File: config.mk
export PLATFORM = sky130hd
export DESIGN_NAME = dtcp_top
export DESIGN_NICKNAME = d
export VERILOG_FILES = /design/src/dtcp_pkg.sv /design/src/dtcp_prescaler.sv /design/src/dtcp_top.sv
export SDC_FILE = /design/constraint.sdc
export NUM_CORES = 1
export LEC_CHECK = 0
export BUFFER_PORTS_ARGS = -buffer_cell sky130_fd_sc_hd__buf_2
export CORE_UTILIZATION = 33
export CTS_BUF_LIST = sky130_fd_sc_hd__clkbuf_2 sky130_fd_sc_hd__clkbuf_4 sky130_fd_sc_hd__clkbuf_8
export DETAILED_ROUTE_END_ITERATION = 8
export SYNTH_ARGS = -nofsm -noshare
export SYNTH_HDL_FRONTEND = slang
export SYNTH_SLANG_ARGS = --single-unit
File: constraint.sdc
create_clock -name clock -period 3.3 [get_ports clock]
set_input_delay 0.825 -clock clock [delete_from_list [all_inputs] [get_ports clock]]
set_output_delay 0.825 -clock clock [all_outputs]
set_load 0.02 [all_outputs]
File: src/dtcp_pkg.sv
// Package of constants for the dual timer with capture and PWM
package dtcp_pkg;

  // ---------------------------------------------------------------
  // Register offsets
  // ---------------------------------------------------------------
  localparam logic [3:0] OFS_FIRST_CTRL = 4'h0;
  localparam logic [3:0] OFS_FIRST_VALUE = 4'h1;
  localparam logic [3:0] OFS_SECOND_CTRL = 4'h2;
  localparam logic [3:0] OFS_SECOND_VALUE = 4'h3;
  localparam logic [3:0] OFS_CHAN_A_DUTY = 4'h4;
  localparam logic [3:0] OFS_CHAN_B_DUTY = 4'h5;
  localparam logic [3:0] OFS_CHAN_C_DUTY = 4'h6;
  localparam logic [3:0] OFS_PWM_HIGH_BITS = 4'h7;
  localparam logic [3:0] OFS_PWM_CONTROL_THREE = 4'h8;
  localparam logic [3:0] OFS_MODE_STATUS = 4'h9;

  // ---------------------------------------------------------------
  // Field positions
  // ---------------------------------------------------------------
  localparam int FIRST_SEL_LSB = 0;
  localparam int FIRST_CAP_BIT = 3;
  localparam int CHAIN_BIT = 4;
  localparam int SECOND_SEL_LSB = 0;
  localparam int SECOND_CAP_BIT = 4;
  localparam int PWM_EN_BIT = 5;
  localparam int POL_LSB = 0;
  localparam int PORT_EN_LSB = 3;

  // ---------------------------------------------------------------
  // Reset values
  // ---------------------------------------------------------------
  localparam logic [7:0] RST_CTRL = 8'h00;
  localparam logic [7:0] RST_MATCH = 8'hff;
  localparam logic [7:0] RST_DUTY = 8'h7f;
  localparam logic [7:0] RST_HIGH_BITS = 8'h00;
  localparam logic [7:0] RST_COUNT = 8'h00;

  // ---------------------------------------------------------------
  // Clock select codes and prescaler taps (log2 of the division)
  // ---------------------------------------------------------------
  localparam logic [2:0] SEL0_EXT = 3'h7;
  localparam logic [3:0] SEL1_OVF = 4'hf;
  localparam int PRESC_TAPS = 15;
  localparam logic [3:0] SEL0_TAP [0:6] = '{4'h1, 4'h2, 4'h3, 4'h5, 4'h7, 4'h9, 4'hb};
  localparam logic [1:0] PORT_EN_CMP16 = 2'h1;

endpackage : dtcp_pkg

File: src/dtcp_prescaler.sv
// Free-running main-clock prescaler giving divide-by-2^n tick pulses
`timescale 1ns/10ps
module dtcp_prescaler (
  input wire logic clock,
  input wire logic rst_b,
  output logic [dtcp_pkg::PRESC_TAPS-1:0] div_tick
);
  import dtcp_pkg::*;

  logic [PRESC_TAPS-1:0] presc_r;

  always_ff @(posedge clock or negedge rst_b) begin
    if (!rst_b) begin
      presc_r <= '0;
    end else begin
      presc_r <= presc_r + 1'b1;
    end
  end

  // Tap n pulses once every 2^n clocks
  assign div_tick[0] = 1'b1;
  genvar n;
  generate
    for (n = 1; n < PRESC_TAPS; n++) begin : g_tap
      assign div_tick[n] = &presc_r[n-1:0];
    end
  endgenerate

endmodule : dtcp_prescaler

File: src/dtcp_top.sv
// Dual 8-bit timer/counter with chaining, capture, compare output and 3-channel complementary PWM
//
// Function
// - Two counters run as independent 8-bit timers or chained into one 16-bit.
// - First clock: main clock /2,/4,/8,/32,/128,/512,/2048 or external event clock.
// - Second clock: main clock /1 to /16384 or first overflow; no external clock.
// - External clock selected: pin is input, counter steps on its rising edges.
// - 8-bit mode: counter steps on its clock; match with data raises its event.
// - 16-bit mode: counts to combined data then zero; only first event raised.
// - Chaining needs chain bit and second select all ones; first is low byte.
// - Capture enable: strobe loads counter into capture register, counter restarts.
// - Capture mode still raises the match event on data equality.
// - In capture mode the shared address reads capture, otherwise the counter.
// - 16-bit capture works like 8-bit capture on the chained counter.
// - Chained, no capture, no PWM, selects 111/1111 gives 16-bit event counting.
// - Chained, no capture, no PWM, select 1111, port enables 01: 16-bit compare.
// - First pin shows compare; second shows compare or six complementary PWM pins.
// - PWM enable puts second timer in PWM mode, up to 10 bits, six outputs.
// - Period is high bits 1:0 over period low; channel A duty uses bits 7:6.
// - Duty equal period: output equals polarity; duty zero: output inverse of it.
//
// The strobed register port and the address map are this design's own decisions.
`timescale 1ns/10ps
module dtcp_top (
  input wire logic clock,
  input wire logic rst_b,
  input wire logic [3:0] reg_addr,
  input wire logic [7:0] reg_wdata,
  input wire logic reg_wr,
  input wire logic reg_rd,
  output logic [7:0] reg_rdata,
  input wire logic external_event_clock,
  output logic event_pin_input,
  input wire logic capture_strobe_a,
  input wire logic capture_strobe_b,
  output logic first_match_event,
  output logic second_match_event,
  output logic first_compare_out,
  output logic second_compare_out,
  output logic [2:0] pwm_out,
  output logic [2:0] pwm_out_bar
);
  import dtcp_pkg::*;

  // ---------------------------------------------------------------
  // Registers
  // ---------------------------------------------------------------
  logic [7:0] first_ctrl_r, second_ctrl_r, first_match_value_r, second_match_value_r;
  logic [7:0] chan_a_duty_r, chan_b_duty_r, chan_c_duty_r, pwm_high_bits_r;
  logic [7:0] pwm_control_three_r;
  logic [7:0] cnt0_r, cnt1_r, first_capture_value_r, second_capture_value_r;
  logic [9:0] pwm_cnt_r;
  logic [2:0] sync1_r, sync2_r, sync3_r;
  logic first_cmp_r, second_cmp_r, ev0_r, ev1_r;
  logic [2:0] pwm_r;
  logic [7:0] rdata_r;

  // ---------------------------------------------------------------
  // Field decode
  // ---------------------------------------------------------------
  wire [2:0] first_clock_select = first_ctrl_r[FIRST_SEL_LSB +: 3];
  wire first_capture_enable = first_ctrl_r[FIRST_CAP_BIT];
  wire chain_enable = first_ctrl_r[CHAIN_BIT];
  wire [3:0] second_clock_select = second_ctrl_r[SECOND_SEL_LSB +: 4];
  wire second_capture_enable = second_ctrl_r[SECOND_CAP_BIT];
  wire pwm_mode_enable = second_ctrl_r[PWM_EN_BIT];
  wire [2:0] channel_polarity = pwm_control_three_r[POL_LSB +: 3];
  wire [1:0] compare_port_enables = pwm_control_three_r[PORT_EN_LSB +: 2];

  // ---------------------------------------------------------------
  // Pin synchronisers and edge detection
  // ---------------------------------------------------------------
  wire [2:0] pins_in = {capture_strobe_b, capture_strobe_a, external_event_clock};

  always_ff @(posedge clock or negedge rst_b) begin
    if (!rst_b) begin
      sync1_r <= '0;
      sync2_r <= '0;
      sync3_r <= '0;
    end else begin
      sync1_r <= pins_in;
      sync2_r <= sync1_r;
      sync3_r <= sync2_r;
    end
  end

  wire [2:0] pin_rise = sync2_r & ~sync3_r;
  wire ext_rise = pin_rise[0];
  wire rise_a = pin_rise[1];
  wire rise_b = pin_rise[2];

  // ---------------------------------------------------------------
  // Clock selection
  // ---------------------------------------------------------------
  logic [PRESC_TAPS-1:0] div_tick;

  dtcp_prescaler u_presc (
    .clock(clock),
    .rst_b(rst_b),
    .div_tick(div_tick)
  );

  wire ext_sel = (first_clock_select == SEL0_EXT);
  assign event_pin_input = ext_sel;
  wire tick0 = ext_sel ? ext_rise : div_tick[SEL0_TAP[first_clock_select]];
  wire chained = chain_enable & (second_clock_select == SEL1_OVF);
  wire [15:0] cnt16 = {cnt1_r, cnt0_r};
  wire [15:0] cnt16_inc = cnt16 + 16'h0001;
  wire match0 = chained ? (cnt16 == {second_match_value_r, first_match_value_r})
                        : (cnt0_r == first_match_value_r);
  wire match1 = (cnt1_r == second_match_value_r);
  wire ovf0 = tick0 & match0;
  wire tick1 = (second_clock_select == SEL1_OVF) ? ovf0 : div_tick[second_clock_select];

  // ---------------------------------------------------------------
  // Mode decode
  // ---------------------------------------------------------------
  wire plain16 = chained & ~first_capture_enable & ~second_capture_enable & ~pwm_mode_enable;
  wire mode_event16 = plain16 & ext_sel;
  wire mode_cmp16 = plain16 & (compare_port_enables == PORT_EN_CMP16);
  wire mode_cap16 = chained & first_capture_enable & second_capture_enable;
  wire [7:0] mode_status = {5'h00, mode_cap16, mode_cmp16, mode_event16};

  // ---------------------------------------------------------------
  // Counters and capture
  // ---------------------------------------------------------------
  wire cap_hit0 = chained ? (mode_cap16 & rise_a) : (first_capture_enable & rise_a);
  wire cap_hit1 = ~chained & ~pwm_mode_enable & second_capture_enable & rise_b;
  wire ev0 = ovf0;
  wire ev1 = ~chained & ~pwm_mode_enable & tick1 & match1;
  wire [7:0] cnt0_nxt = cap_hit0 ? RST_COUNT
                      : tick0 ? (match0 ? RST_COUNT : cnt16_inc[7:0]) : cnt0_r;
  wire [7:0] cnt1_hi_nxt = cap_hit0 ? RST_COUNT
                         : tick0 ? (match0 ? RST_COUNT : cnt16_inc[15:8]) : cnt1_r;
  wire [7:0] cnt1_lo_nxt = cap_hit1 ? RST_COUNT
                         : tick1 ? (match1 ? RST_COUNT : cnt1_r + 8'h01) : cnt1_r;
  wire [7:0] cnt1_nxt = chained ? cnt1_hi_nxt : pwm_mode_enable ? cnt1_r : cnt1_lo_nxt;
  wire second_capture_enable_load = chained ? cap_hit0 : cap_hit1;

  always_ff @(posedge clock or negedge rst_b) begin
    if (!rst_b) begin
      cnt0_r <= RST_COUNT;
      cnt1_r <= RST_COUNT;
      first_capture_value_r <= RST_COUNT;
      second_capture_value_r <= RST_COUNT;
      ev0_r <= 1'b0;
      ev1_r <= 1'b0;
    end else begin
      cnt0_r <= cnt0_nxt;
      cnt1_r <= cnt1_nxt;
      if (cap_hit0) first_capture_value_r <= cnt0_r;
      if (second_capture_enable_load) second_capture_value_r <= cnt1_r;
      ev0_r <= ev0;
      ev1_r <= ev1;
    end
  end

  assign first_match_event = ev0_r;
  assign second_match_event = ev1_r;

  // ---------------------------------------------------------------
  // Compare outputs: toggle on each match for a 50:50 square wave
  // ---------------------------------------------------------------
  wire first_cmp_nxt = (ev0 & compare_port_enables[1] & ~chained) ? ~first_cmp_r : first_cmp_r;
  wire second_cmp_hit = mode_cmp16 ? ev0 : ev1;
  wire second_cmp_nxt = (second_cmp_hit & compare_port_enables[0]) ? ~second_cmp_r : second_cmp_r;

  always_ff @(posedge clock or negedge rst_b) begin
    if (!rst_b) begin
      first_cmp_r <= 1'b0;
      second_cmp_r <= 1'b0;
    end else begin
      first_cmp_r <= first_cmp_nxt;
      second_cmp_r <= second_cmp_nxt;
    end
  end

  assign first_compare_out = first_cmp_r;
  assign second_compare_out = second_cmp_r;

  // ---------------------------------------------------------------
  // PWM
  // ---------------------------------------------------------------
  wire [9:0] pwm_period = {pwm_high_bits_r[1:0], second_match_value_r};
  wire [9:0] duty [0:2];
  assign duty[0] = {pwm_high_bits_r[7:6], chan_a_duty_r};
  assign duty[1] = {pwm_high_bits_r[5:4], chan_b_duty_r};
  assign duty[2] = {pwm_high_bits_r[3:2], chan_c_duty_r};
  wire pwm_wrap = (pwm_cnt_r + 10'h001 >= pwm_period);
  wire [9:0] pwm_cnt_nxt = ~pwm_mode_enable ? 10'h000
                         : tick1 ? (pwm_wrap ? 10'h000 : pwm_cnt_r + 10'h001) : pwm_cnt_r;
  logic [2:0] pwm_nxt;

  genvar ch;
  generate
    for (ch = 0; ch < 3; ch++) begin : g_chan
      // Counter runs 0..period-1, so duty equal period stays active throughout
      wire active = (pwm_cnt_r < duty[ch]);
      assign pwm_nxt[ch] = pwm_mode_enable & (channel_polarity[ch] ? active : ~active);
    end
  endgenerate

  always_ff @(posedge clock or negedge rst_b) begin
    if (!rst_b) begin
      pwm_cnt_r <= 10'h000;
      pwm_r <= 3'h0;
    end else begin
      pwm_cnt_r <= pwm_cnt_nxt;
      pwm_r <= pwm_nxt;
    end
  end

  assign pwm_out = pwm_r;
  assign pwm_out_bar = pwm_mode_enable ? ~pwm_r : 3'h0;

  // ---------------------------------------------------------------
  // Register port
  // ---------------------------------------------------------------
  wire wr_first_ctrl = reg_wr & (reg_addr == OFS_FIRST_CTRL);
  wire wr_first_value = reg_wr & (reg_addr == OFS_FIRST_VALUE);
  wire wr_second_ctrl = reg_wr & (reg_addr == OFS_SECOND_CTRL);
  wire wr_second_value = reg_wr & (reg_addr == OFS_SECOND_VALUE);
  wire wr_a = reg_wr & (reg_addr == OFS_CHAN_A_DUTY);
  wire wr_b = reg_wr & (reg_addr == OFS_CHAN_B_DUTY);
  wire wr_c = reg_wr & (reg_addr == OFS_CHAN_C_DUTY);
  wire wr_high = reg_wr & (reg_addr == OFS_PWM_HIGH_BITS);
  wire wr_pct = reg_wr & (reg_addr == OFS_PWM_CONTROL_THREE);

  always_ff @(posedge clock or negedge rst_b) begin
    if (!rst_b) begin
      first_ctrl_r <= RST_CTRL;
      second_ctrl_r <= RST_CTRL;
      first_match_value_r <= RST_MATCH;
      second_match_value_r <= RST_MATCH;
      chan_a_duty_r <= RST_DUTY;
      chan_b_duty_r <= RST_DUTY;
      chan_c_duty_r <= RST_DUTY;
      pwm_high_bits_r <= RST_HIGH_BITS;
      pwm_control_three_r <= RST_CTRL;
    end else begin
      if (wr_first_ctrl) first_ctrl_r <= reg_wdata;
      if (wr_second_ctrl) second_ctrl_r <= reg_wdata;
      if (wr_first_value) first_match_value_r <= reg_wdata;
      if (wr_second_value) second_match_value_r <= reg_wdata;
      if (wr_a) chan_a_duty_r <= reg_wdata;
      if (wr_b) chan_b_duty_r <= reg_wdata;
      if (wr_c) chan_c_duty_r <= reg_wdata;
      if (wr_high) pwm_high_bits_r <= reg_wdata;
      if (wr_pct) pwm_control_three_r <= reg_wdata;
    end
  end

  wire [7:0] first_read = first_capture_enable ? first_capture_value_r : cnt0_r;
  wire [7:0] second_read = second_capture_enable ? second_capture_value_r : cnt1_r;
  wire [7:0] rd_mux = (reg_addr == OFS_FIRST_CTRL) ? first_ctrl_r
                    : (reg_addr == OFS_FIRST_VALUE) ? first_read
                    : (reg_addr == OFS_SECOND_CTRL) ? second_ctrl_r
                    : (reg_addr == OFS_SECOND_VALUE) ? second_read
                    : (reg_addr == OFS_CHAN_A_DUTY) ? chan_a_duty_r
                    : (reg_addr == OFS_CHAN_B_DUTY) ? chan_b_duty_r
                    : (reg_addr == OFS_CHAN_C_DUTY) ? chan_c_duty_r
                    : (reg_addr == OFS_PWM_HIGH_BITS) ? pwm_high_bits_r
                    : (reg_addr == OFS_PWM_CONTROL_THREE) ? pwm_control_three_r
                    : (reg_addr == OFS_MODE_STATUS) ? mode_status
                    : 8'h00;

  always_ff @(posedge clock or negedge rst_b) begin
    if (!rst_b) begin
      rdata_r <= 8'h00;
    end else begin
      rdata_r <= reg_rd ? rd_mux : 8'h00;
    end
  end

  assign reg_rdata = rdata_r;
endmodule : dtcp_top

==> results.json, run 1 <==
{
  "worst_pin_slew_ns": 0.668,
  "met2_usage_pct": 29.1,
  "hold_viol": 0,
  "io_pins": 38,
  "grt_pass1_wl_um": 37700,
  "num_vias": 6812,
  "grt_pass1_vias": 6653,
  "p_total_mw": 6.00,
  "post-dp-hpwl_um": 17700,
  "syn_nets": 960,
  "async_flop_share_pct": 100,
  "cp-startpoint": "u_presc.presc_r[1]$_DFF_PN0_",
  "synth_edf_count": 0,
  "grt_util_all_layers_pct": 18.6,
  "finalCritPeriodShare_pct": 91.7,
  "totalWireLength_um": 23700,
  "finalSetupViolCount": 0,
  "fin_skew_ns": 0.0123,
  "fill_cells": 2638,
  "slew_viol_final": 0,
  "clkLatencyLatePin_ns": 0.46,
  "maxCapViolations": 0,
  "use_met1_pct": 25.5,
  "dieArea_sq_um": 27000,
  "synth-seq-cells": 152,
  "status": "finished clean",
  "root_buffer": "clkbuf_8",
  "min_path_type": "input port to async pin",
  "start_kind": "register",
  "synth_ff_type": "dfrtp_1",
  "area_growth_pct": 13.1,
  "cts_sinks": 152,
  "relSlewSlack_pct": 55.5,
  "portBuffers": 37,
  "firstDrtPassIters": 5,
  "fp.dieW_um": 164,
  "ant_nets": 0,
  "reg2reg_from": "u_presc.presc_r[1]$_DFF_PN0_",
  "holdWs_ns": 0.341,
  "regMostFlops": "u_presc.presc_r",
  "h-tree-depth": 4,
  "crit_type": "register to register",
  "nNetsFinal": 1010,
  "placementRows": 59,
  "yosysWarnings": 0,
  "clk_path_buf_depth": 2,
  "worst-endpoint-required_ns": 3.63,
  "cp_max_fo": 11,
  "grt_max_degree": 66,
  "gr-total-overflow": 0,
  "synth_seq_area_share_pct": 44.2,
  "final_layout_size_suffix_gt1_share_pct": 22.4,
  "wire_per_inst_um": 18.3,
  "final_util_pct": 37.9,
  "leakagePower_nw": 4.57,
  "fin_ws_ns": 0.275,
  "ir_drop_mv": 0.208,
  "fmax_mhz": 331,
  "final_common_cell": "dfrtp_1",
  "layout_common_cells": "115 x dfrtp_1, 113 x nand2_1, 69 x o21ai_0",
  "path_clk_slew_ns": 0.09,
  "synth_cell_type_count": 71,
  "drc_errors": 0,
  "die_h_um": 164,
  "cts_tree": "yes",
  "busiest_layer": "met2",
  "power_density_nw_per_um2": 609,
  "antenna_found_initial": 1,
  "gp_congestion": 0.874,
  "syn_avg_cell_area_sq_um": 9.74,
  "vias_per_cell": 5.27,
  "synthCells": 893,
  "initialDrtViolationCount": 435,
  "synth_area_sq_um": 8700,
  "largest_reg_flops": 14,
  "core_area_sq_um": 26000,
  "finalSetupTns_ns": 0,
  "cp.arrival_ns": 3.35,
  "largestRegisters": "u_presc.presc_r: 14 flops, pwm_cnt_r: 10 flops",
  "period_needed_ns": 3.02,
  "grt_setup_unrepaired": "no",
  "post-place-ws_ns": 0.114,
  "grt_use_met3_pct": 3.21,
  "cts_buffers": 17,
  "end_kind": "register",
  "start_util_pct": 33.5
}
area by class of cell:
class	count	area [sq um]	share of cell area, %
sequential	152	3850	39.1
inverter	65	244	2.48
tap	335	419	4.26
clock buffer	25	307	3.11
clock inverter	7	93.8	0.953
timing repair buffer	69	457	4.64
multi-input combinational	638	4470	45.4
antenna	1	2.50	0.0254
Yosys cell counts, drive strengths merged, types with 24 or more instances:
| cell | instances | area, sq um |
|---|---|---|
| a21oi | 39 | 199 |
| nand3 | 24 | 130 |
| nand2 | 113 | 424 |
| nor2 | 43 | 161 |
| o21ai | 71 | 355 |
| xor2 | 24 | 210 |
| inv | 63 | 236 |
| dfrtp | 115 | 2880 |
| clkbuf | 33 | 124 |
| ha | 48 | 601 |
| dfstp | 37 | 972 |
| mux2 | 61 | 687 |
per-layer routing:
metal  part of all wire [%]  wire length (um)
met1                     48             11300
met2                     46             10800
met3                    4.2               994
met4                    2.4               563
met5                      0                 0
per-stage QoR:
step	area (sq um)	std cells
6_report	9840	1292
5_1_grt	9840	1292
4_1_cts	9830	1291
3_5_place_dp	9430	1259
3_3_place_gp	9430	1259
2_1_floorplan	8700	893
cells by family after synthesis:
family          after synthesis  share of synthesized area, %
compound gates              214                          16.0
xor+xnor                     36                          3.62
fa+ha+maj                    48                          6.90
buf+inv                     103                          4.53
flops                       152                          44.2
mux                          80                          10.1
simple gates                260                          14.7
where the power goes:
group	total [mW]	switching [mW]	internal, mW	leakage [nW]
logic	1.84	1.01	0.825	2.50
clock network	1.46	0.702	0.762	0.205
registers	2.70	0.384	2.31	1.86
total	6.00	2.10	3.90	4.57
repair_timing:
| action | CTS | global route |
|---|---|---|
| setup buffers | 0 | 0 |
| resized for setup | 0 | 2 |
| setup endpoints to repair | 0 | 11 |
| hold buffers | 0 | 0 |
critical path: stages, from the launching register on:
cell	delay [ns]
dfrtp_1	0.41
ha_1	0.25
nand3_2	0.14
nor2_1	0.07
and2_1	0.16
ha_1	0.21
o211a_1	0.13
o31ai_1	0.33
a2111oi_1	0.13
a21bo_1	0.24
buf_12	0.15
o211ai_4	0.32
and2_4	0.23
o211ai_1	0.10
path summary, 6_finish.rpt:
| check | end | slack (ns) | cells past startpoint |
|---|---|---|---|
| max reg2reg | cnt1_r[6]$_DFFE_PN0P_ | 0.28 | 13 |
| min | reg_rdata[3]$_DFF_PN0_ | 0.34 | 1 |
| max in group asynchronous | chan_b_duty_r[2]$_DFFE_PN1P_ | 2.15 | 2 |
| min reg2reg | sync2_r[0]$_DFF_PN0_ | 0.36 | 0 |
| max | cnt1_r[6]$_DFFE_PN0P_ | 0.28 | 13 |
| min in group clock | sync2_r[0]$_DFF_PN0_ | 0.36 | 0 |
Note: power is estimated with default switching activity, not from simulation.
==> run 2, diff against run 1 <==
--- a/config.mk
+++ b/config.mk
@@ -5,6 +5,7 @@
 export SDC_FILE = /design/constraint.sdc
 export NUM_CORES = 1
 export LEC_CHECK = 0
+export ABC_AREA = 1
 export BUFFER_PORTS_ARGS = -buffer_cell sky130_fd_sc_hd__buf_2
 export CORE_UTILIZATION = 33
 export CTS_BUF_LIST = sky130_fd_sc_hd__clkbuf_2 sky130_fd_sc_hd__clkbuf_4 sky130_fd_sc_hd__clkbuf_8
==> results.json, run 2 <==
{
  "async_flop_share_pct": 100,
  "antenna_found_initial": 0,
  "status": "finished clean",
  "area_growth_pct": 12.3,
  "holdWs_ns": 0.359,
  "min_path_type": "register to register",
  "worst-endpoint-required_ns": 3.68,
  "clk_path_buf_depth": 2,
  "ir_drop_mv": 0.269,
  "worstHoldEndpoint": "sync2_r[0]$_DFF_PN0_",
  "regMostFlops": "u_presc.presc_r",
  "slowest_stage": "dfrtp_1",
  "grt_util_all_layers_pct": 18.5,
  "end_kind": "register",
  "wire_per_inst_um": 16.0,
  "grt_pass1_vias": 6843,
  "leakagePower_nw": 4.52,
  "start_util_pct": 33.8,
  "worstHoldPathCells": 0,
  "largest_reg_flops": 14,
  "num_vias": 7302,
  "syn_avg_cell_area_sq_um": 8.04,
  "r2r_slack_ns": 0.30,
  "portBuffers": 37,
  "fmax_mhz": 333,
  "root_buffer": "clkbuf_8",
  "syn_nets": 1132,
  "start_kind": "register",
  "reg2reg_to": "pwm_cnt_r[6]$_DFFE_PN0P_",
  "totalWireLength_um": 23200,
  "core_area_sq_um": 25300,
  "initialDrtViolationCount": 476,
  "synth_area_sq_um": 8560,
  "synth_cell_type_count": 43,
  "post-dp-hpwl_um": 17400,
  "ant_nets": 0,
  "largestRegisters": "u_presc.presc_r: 14 flops, pwm_cnt_r: 10 flops",
  "relSlewSlack_pct": 50.2,
  "maxCapViolations": 0,
  "synth_largest_area_cell": "dfrtp_1",
  "path_clk_slew_ns": 0.09,
  "synth_most_common_cell": "nand2_1",
  "use_met1_pct": 27.2,
  "met2_usage_pct": 27.4,
  "die_h_um": 163,
  "critPathMaxStageDelay_ns": 0.47,
  "cts_setup_buffers": 0,
  "synth_seq_area_share_pct": 45.0,
  "placementRows": 58,
  "slew_viol_final": 0,
  "finalSetupViolCount": 0,
  "final_common_cell": "nand2_1",
  "rr_worst_depth": 12,
  "grt_setup_unrepaired": "no",
  "vias_per_cell": 5.02,
  "cp-startpoint": "pwm_cnt_r[2]$_DFFE_PN0P_",
  "fill_cells": 2587,
  "yosysTopAreaCellShare_pct": 33.6,
  "io_pins": 38,
  "finalCritPeriodShare_pct": 91.0,
  "grt_max_degree": 78,
  "critPathBufInv": 1,
  "power_density_nw_per_um2": 591,
  "synthCells": 1065,
  "nNetsFinal": 1178,
  "cts_sinks": 152,
  "hold_start": "sync1_r[0]$_DFF_PN0_",
  "h-tree-depth": 4,
  "firstDrtPassIters": 5,
  "diodes": 0,
  "gp_congestion": 0.846,
  "synthTopCellsByArea": "dfrtp_1 34%, nand2_1 12%, dfstp_2 11%, o21ai_0 8.3%, ha_1 7.0%",
  "grt_use_met3_pct": 3.12,
  "yosys-top-cells-count": "265 x nand2_1, 142 x o21ai_0, 138 x inv_1",
  "hold_viol": 0,
  "drc_errors": 0,
  "fin_skew_ns": 0.0157,
  "yosysWarnings": 0,
  "cpLargestDelayFamily": "simple AND/OR/NAND/NOR gates",
  "cp.arrival_ns": 3.38,
  "worst_pin_slew_ns": 0.747,
  "layout_common_cells": "265 x nand2_1, 142 x o21ai_0, 138 x inv_1",
  "crit_chain": "inv_1 > nor3_1 > nand3_1 > nor3_1 > xor2_1 > ha_1 > a21oi_1 > o21a_1 > nand4_1 > nor2_1 > nand3_1 > o21ai_0",
  "synth_ff_type": "dfrtp_1",
  "crit_type": "register to register",
  "fp.dieW_um": 163,
  "busiest_layer": "met2",
  "synth-seq-cells": 152,
  "dieArea_sq_um": 26600,
  "final_layout_size_suffix_gt1_share_pct": 12.8,
  "gr-total-overflow": 0,
  "cts_buffers": 17,
  "ctsHoldBuffers": 0,
  "grt_pass1_wl_um": 37300,
  "cp_max_fo": 7,
  "period_needed_ns": 3.00,
  "post_cts_resized": 0,
  "clkLatencyLatePin_ns": 0.47,
  "reg2reg_from": "pwm_cnt_r[2]$_DFFE_PN0P_",
  "synth_edf_count": 0,
  "cts_tree": "yes",
  "finalSetupTns_ns": 0
}
[run 2: layer usage]
layer | up-vias | part of all wire (%) | wire length (um)
li1 | 3607 | - | -
met4 | 0 | 1.8 | 410
met2 | 208 | 44 | 10100
met1 | 3457 | 49 | 11300
met5 | - | 0 | 0
met3 | 30 | 5.9 | 1370
[run 2: stage by stage]
step | total power [mW] | cells | util, % | setup slack, ns | area (sq um)
finish | 5.68 | 1454 | 38.0 | 0.299 | 9620
floorplan | 3.62 | 1065 | - | 0.785 | 8560
CTS | 5.72 | 1454 | 38.0 | 0.368 | 9620
detailed placement | 4.15 | 1422 | 36.3 | 0.411 | 9190
global placement | 4.12 | 1422 | 36.3 | 0.430 | 9190
global route | 6.05 | 1454 | 38.0 | 0.0804 | 9620
[run 2: layout make-up]
| cell class | instances | area (sq um) | area share (%) |
|---|---|---|---|
| clock buffers | 23 | 292 | 3.03 |
| repair buffers | 48 | 299 | 3.11 |
| well taps | 330 | 413 | 4.29 |
| multi-input cells | 751 | 4090 | 42.6 |
| inverters | 141 | 529 | 5.50 |
| flip-flops and latches | 152 | 3850 | 40.0 |
| clock inverters | 9 | 140 | 1.46 |
[run 2: cells by family after synthesis]
| logic type | synth area share, % |
|---|---|
| buf+inv | 7.21 |
| flops | 45.0 |
| compound gates | 15.9 |
| xor+xnor | 3.07 |
| simple gates | 21.9 |
| fa+ha+maj | 7.02 |
[run 2: worst max-delay path by stage]
stage	depth (start not counted)	slack, ns	end
global placement	12	0.43	pwm_cnt_r[1]$_DFFE_PN0P_
finish	12	0.30	pwm_cnt_r[6]$_DFFE_PN0P_
detailed placement	12	0.41	pwm_cnt_r[2]$_DFFE_PN0P_
floorplan	12	0.79	pwm_cnt_r[0]$_DFFE_PN0P_
CTS	12	0.37	pwm_cnt_r[6]$_DFFE_PN0P_
global route	16	0.08	pwm_cnt_r[3]$_DFFE_PN0P_
[run 2: report_power, final]
| part | internal [mW] | switching (mW) | total [mW] |
|---|---|---|---|
| clock network | 0.829 | 0.728 | 1.56 |
| logic | 0.540 | 0.997 | 1.54 |
| registers | 2.26 | 0.322 | 2.59 |
| total | 3.63 | 2.05 | 5.68 |
==> run 3, diff against run 2 <==
--- a/config.mk
+++ b/config.mk
@@ -10,6 +10,8 @@
 export CORE_UTILIZATION = 33
 export CTS_BUF_LIST = sky130_fd_sc_hd__clkbuf_2 sky130_fd_sc_hd__clkbuf_4 sky130_fd_sc_hd__clkbuf_8
 export DETAILED_ROUTE_END_ITERATION = 8
+export REMOVE_ABC_BUFFERS = 1
 export SYNTH_ARGS = -nofsm -noshare
 export SYNTH_HDL_FRONTEND = slang
 export SYNTH_SLANG_ARGS = --single-unit
+export TNS_END_PERCENT = 20
==> results.json, run 3 (synthesis gave the netlist of run 2 again) <==
{
  "drc_errors": 0,
  "maxCapViolations": 0,
  "post-place-ws_ns": 0.368,
  "hold_viol": 0,
  "regMostFlops": "u_presc.presc_r",
  "reg2reg_from": "pwm_cnt_r[2]$_DFFE_PN0P_",
  "io_pins": 38,
  "largestRegisters": "u_presc.presc_r: 14 flops, pwm_cnt_r: 10 flops",
  "multi_input_area_sq_um": 4100,
  "min_path_type": "input port to async pin",
  "seq_area_sq_um": 3850,
  "die_h_um": 163,
  "cts_buffers": 17,
  "ctsHoldBuffers": 0,
  "totalWireLength_um": 23500,
  "dp.cells": 1419,
  "final_layout_size_suffix_gt1_share_pct": 12.6,
  "ant_nets": 0,
  "clkLatencyLatePin_ns": 0.47,
  "portBuffers": 37,
  "cp-startpoint": "pwm_cnt_r[2]$_DFFE_PN0P_",
  "worst-endpoint-required_ns": 3.68,
  "antenna_found_initial": 0,
  "status": "finished clean",
  "fill_cells": 2592,
  "final_common_cell": "nand2_1",
  "final_util_pct": 37.9,
  "layout_common_cells": "265 x nand2_1, 142 x o21ai_0, 138 x inv_1",
  "slew_viol_final": 0,
  "leakagePower_nw": 4.52,
  "grt_pass1_vias": 7017,
  "end_kind": "register",
  "clk_path_buf_depth": 2,
  "start_util_pct": 33.8,
  "period_needed_ns": 2.86,
  "power_density_nw_per_um2": 599,
  "area_growth_pct": 12.1,
  "finalCritPeriodShare_pct": 86.6,
  "nNetsFinal": 1175,
  "wire_per_inst_um": 16.2,
  "slowest_stage": "dfrtp_1",
  "cts_sinks": 152,
  "cp_max_fo": 7,
  "fin_ws_ns": 0.443,
  "stdcell_count": 1450,
  "grt_setup_unrepaired": "no",
  "finalSetupTns_ns": 0,
  "firstDrtPassIters": 5,
  "relSlewSlack_pct": 52.7,
  "crit_type": "register to register",
  "core_area_sq_um": 25300,
  "fmax_mhz": 350,
  "critPathMaxStageDelay_ns": 0.47,
  "design_area_sq_um": 9600,
  "start_kind": "register",
  "grt_max_degree": 56,
  "path_clk_slew_ns": 0.09,
  "cts_tree": "yes",
  "root_buffer": "clkbuf_8",
  "gr-total-overflow": 0,
  "largest_reg_flops": 14,
  "cts_setup_buffers": 0,
  "grt_util_all_layers_pct": 18.7,
  "h-tree-depth": 4,
  "cp.arrival_ns": 3.23,
  "finalSetupViolCount": 0,
  "grt_pass1_wl_um": 37900,
  "fin_skew_ns": 0.0147,
  "placementRows": 58,
  "fp.dieW_um": 163,
  "ir_drop_mv": 0.263,
  "crit_chain": "inv_1 > nor3_1 > nand3_1 > nor3_1 > xor2_1 > ha_1 > a21oi_1 > o21a_1 > nand4_1 > nor2_2 > nand3_1 > o21ai_0",
  "gp_congestion": 0.885,
  "dieArea_sq_um": 26600,
  "dpl_cell_area_sq_um": 9150,
  "worst_pin_slew_ns": 0.707,
  "p_total_mw": 5.75,
  "initialDrtViolationCount": 558,
  "diodes": 0,
  "post-dp-hpwl_um": 17200,
  "num_vias": 7283,
  "vias_per_cell": 5.02,
  "holdWs_ns": 0.286
}
## run 3: cell count changes in the layout (fill, tap and decap cells not counted)
cell | before | now
clkinv_2 | 0 | 4
buf_4 | 9 | 7
bufinv_16 | 3 | 5
clkinv_4 | 2 | 0
inv_6 | 2 | 0
buf_12 | 2 | 1
clkbuf_4 | 4 | 3
clkbuf_8 | 19 | 18
clkinvlp_4 | 2 | 1
nor2_1 | 66 | 65
nor2_2 | 2 | 3
## run 3: worst max-delay path: cells and delay by family (launching register included)
kind	cells	cell delay, ns
flip-flops	1	0.47
adder cells (fa/ha/maj)	1	0.29
AO/OA/AOI/OAI	3	0.39
buffers and inverters	1	0.08
AND/OR/NAND/NOR	6	1.31
XOR/XNOR	1	0.23
## run 3: what timing repair did
action,4_1_cts,5_1_grt
gates resized for setup,0,1
setup endpoints to repair,0,3
hold endpoints to repair,0,0
## run 3: where the power goes
| group | internal [mW] | leakage (nW) | switching, mW | total, mW |
|---|---|---|---|---|
| Clock | 0.936 | 0.230 | 0.701 | 1.64 |
| Sequential | 2.26 | 1.88 | 0.352 | 2.61 |
| Combinational | 0.528 | 2.40 | 0.971 | 1.50 |
## run 3: cell type report
class / count / area share, %
Multi-Input combinational cell: 751 / 42.7
Tap cell: 330 / 4.30
Timing Repair Buffer: 45 / 2.75
Clock inverter: 10 / 1.85
Inverter: 141 / 5.51
Sequential cell: 152 / 40.1
Clock buffer: 21 / 2.82
## run 3: worst paths after layout
| kind | endpoint | slack [ns] | cells past startpoint |
|---|---|---|---|
| max | pwm_cnt_r[0]$_DFFE_PN0P_ | 0.44 | 12 |
| min | u_presc.presc_r[7]$_DFF_PN0_ | 0.29 | 1 |
| max reg2reg | pwm_cnt_r[0]$_DFFE_PN0P_ | 0.44 | 12 |
| min reg2reg | sync2_r[1]$_DFF_PN0_ | 0.36 | 0 |
| max in group asynchronous | chan_b_duty_r[4]$_DFFE_PN1P_ | 2.18 | 2 |
| min in group clock | sync2_r[1]$_DFF_PN0_ | 0.36 | 0 |
## run 3: routing by layer
metal / GRT usage (%) / routed length (um)
met5: 0 / 0
met4: 6.24 / 501
met3: 2.95 / 1280
met2: 28.3 / 10200
met1: 27.1 / 11500
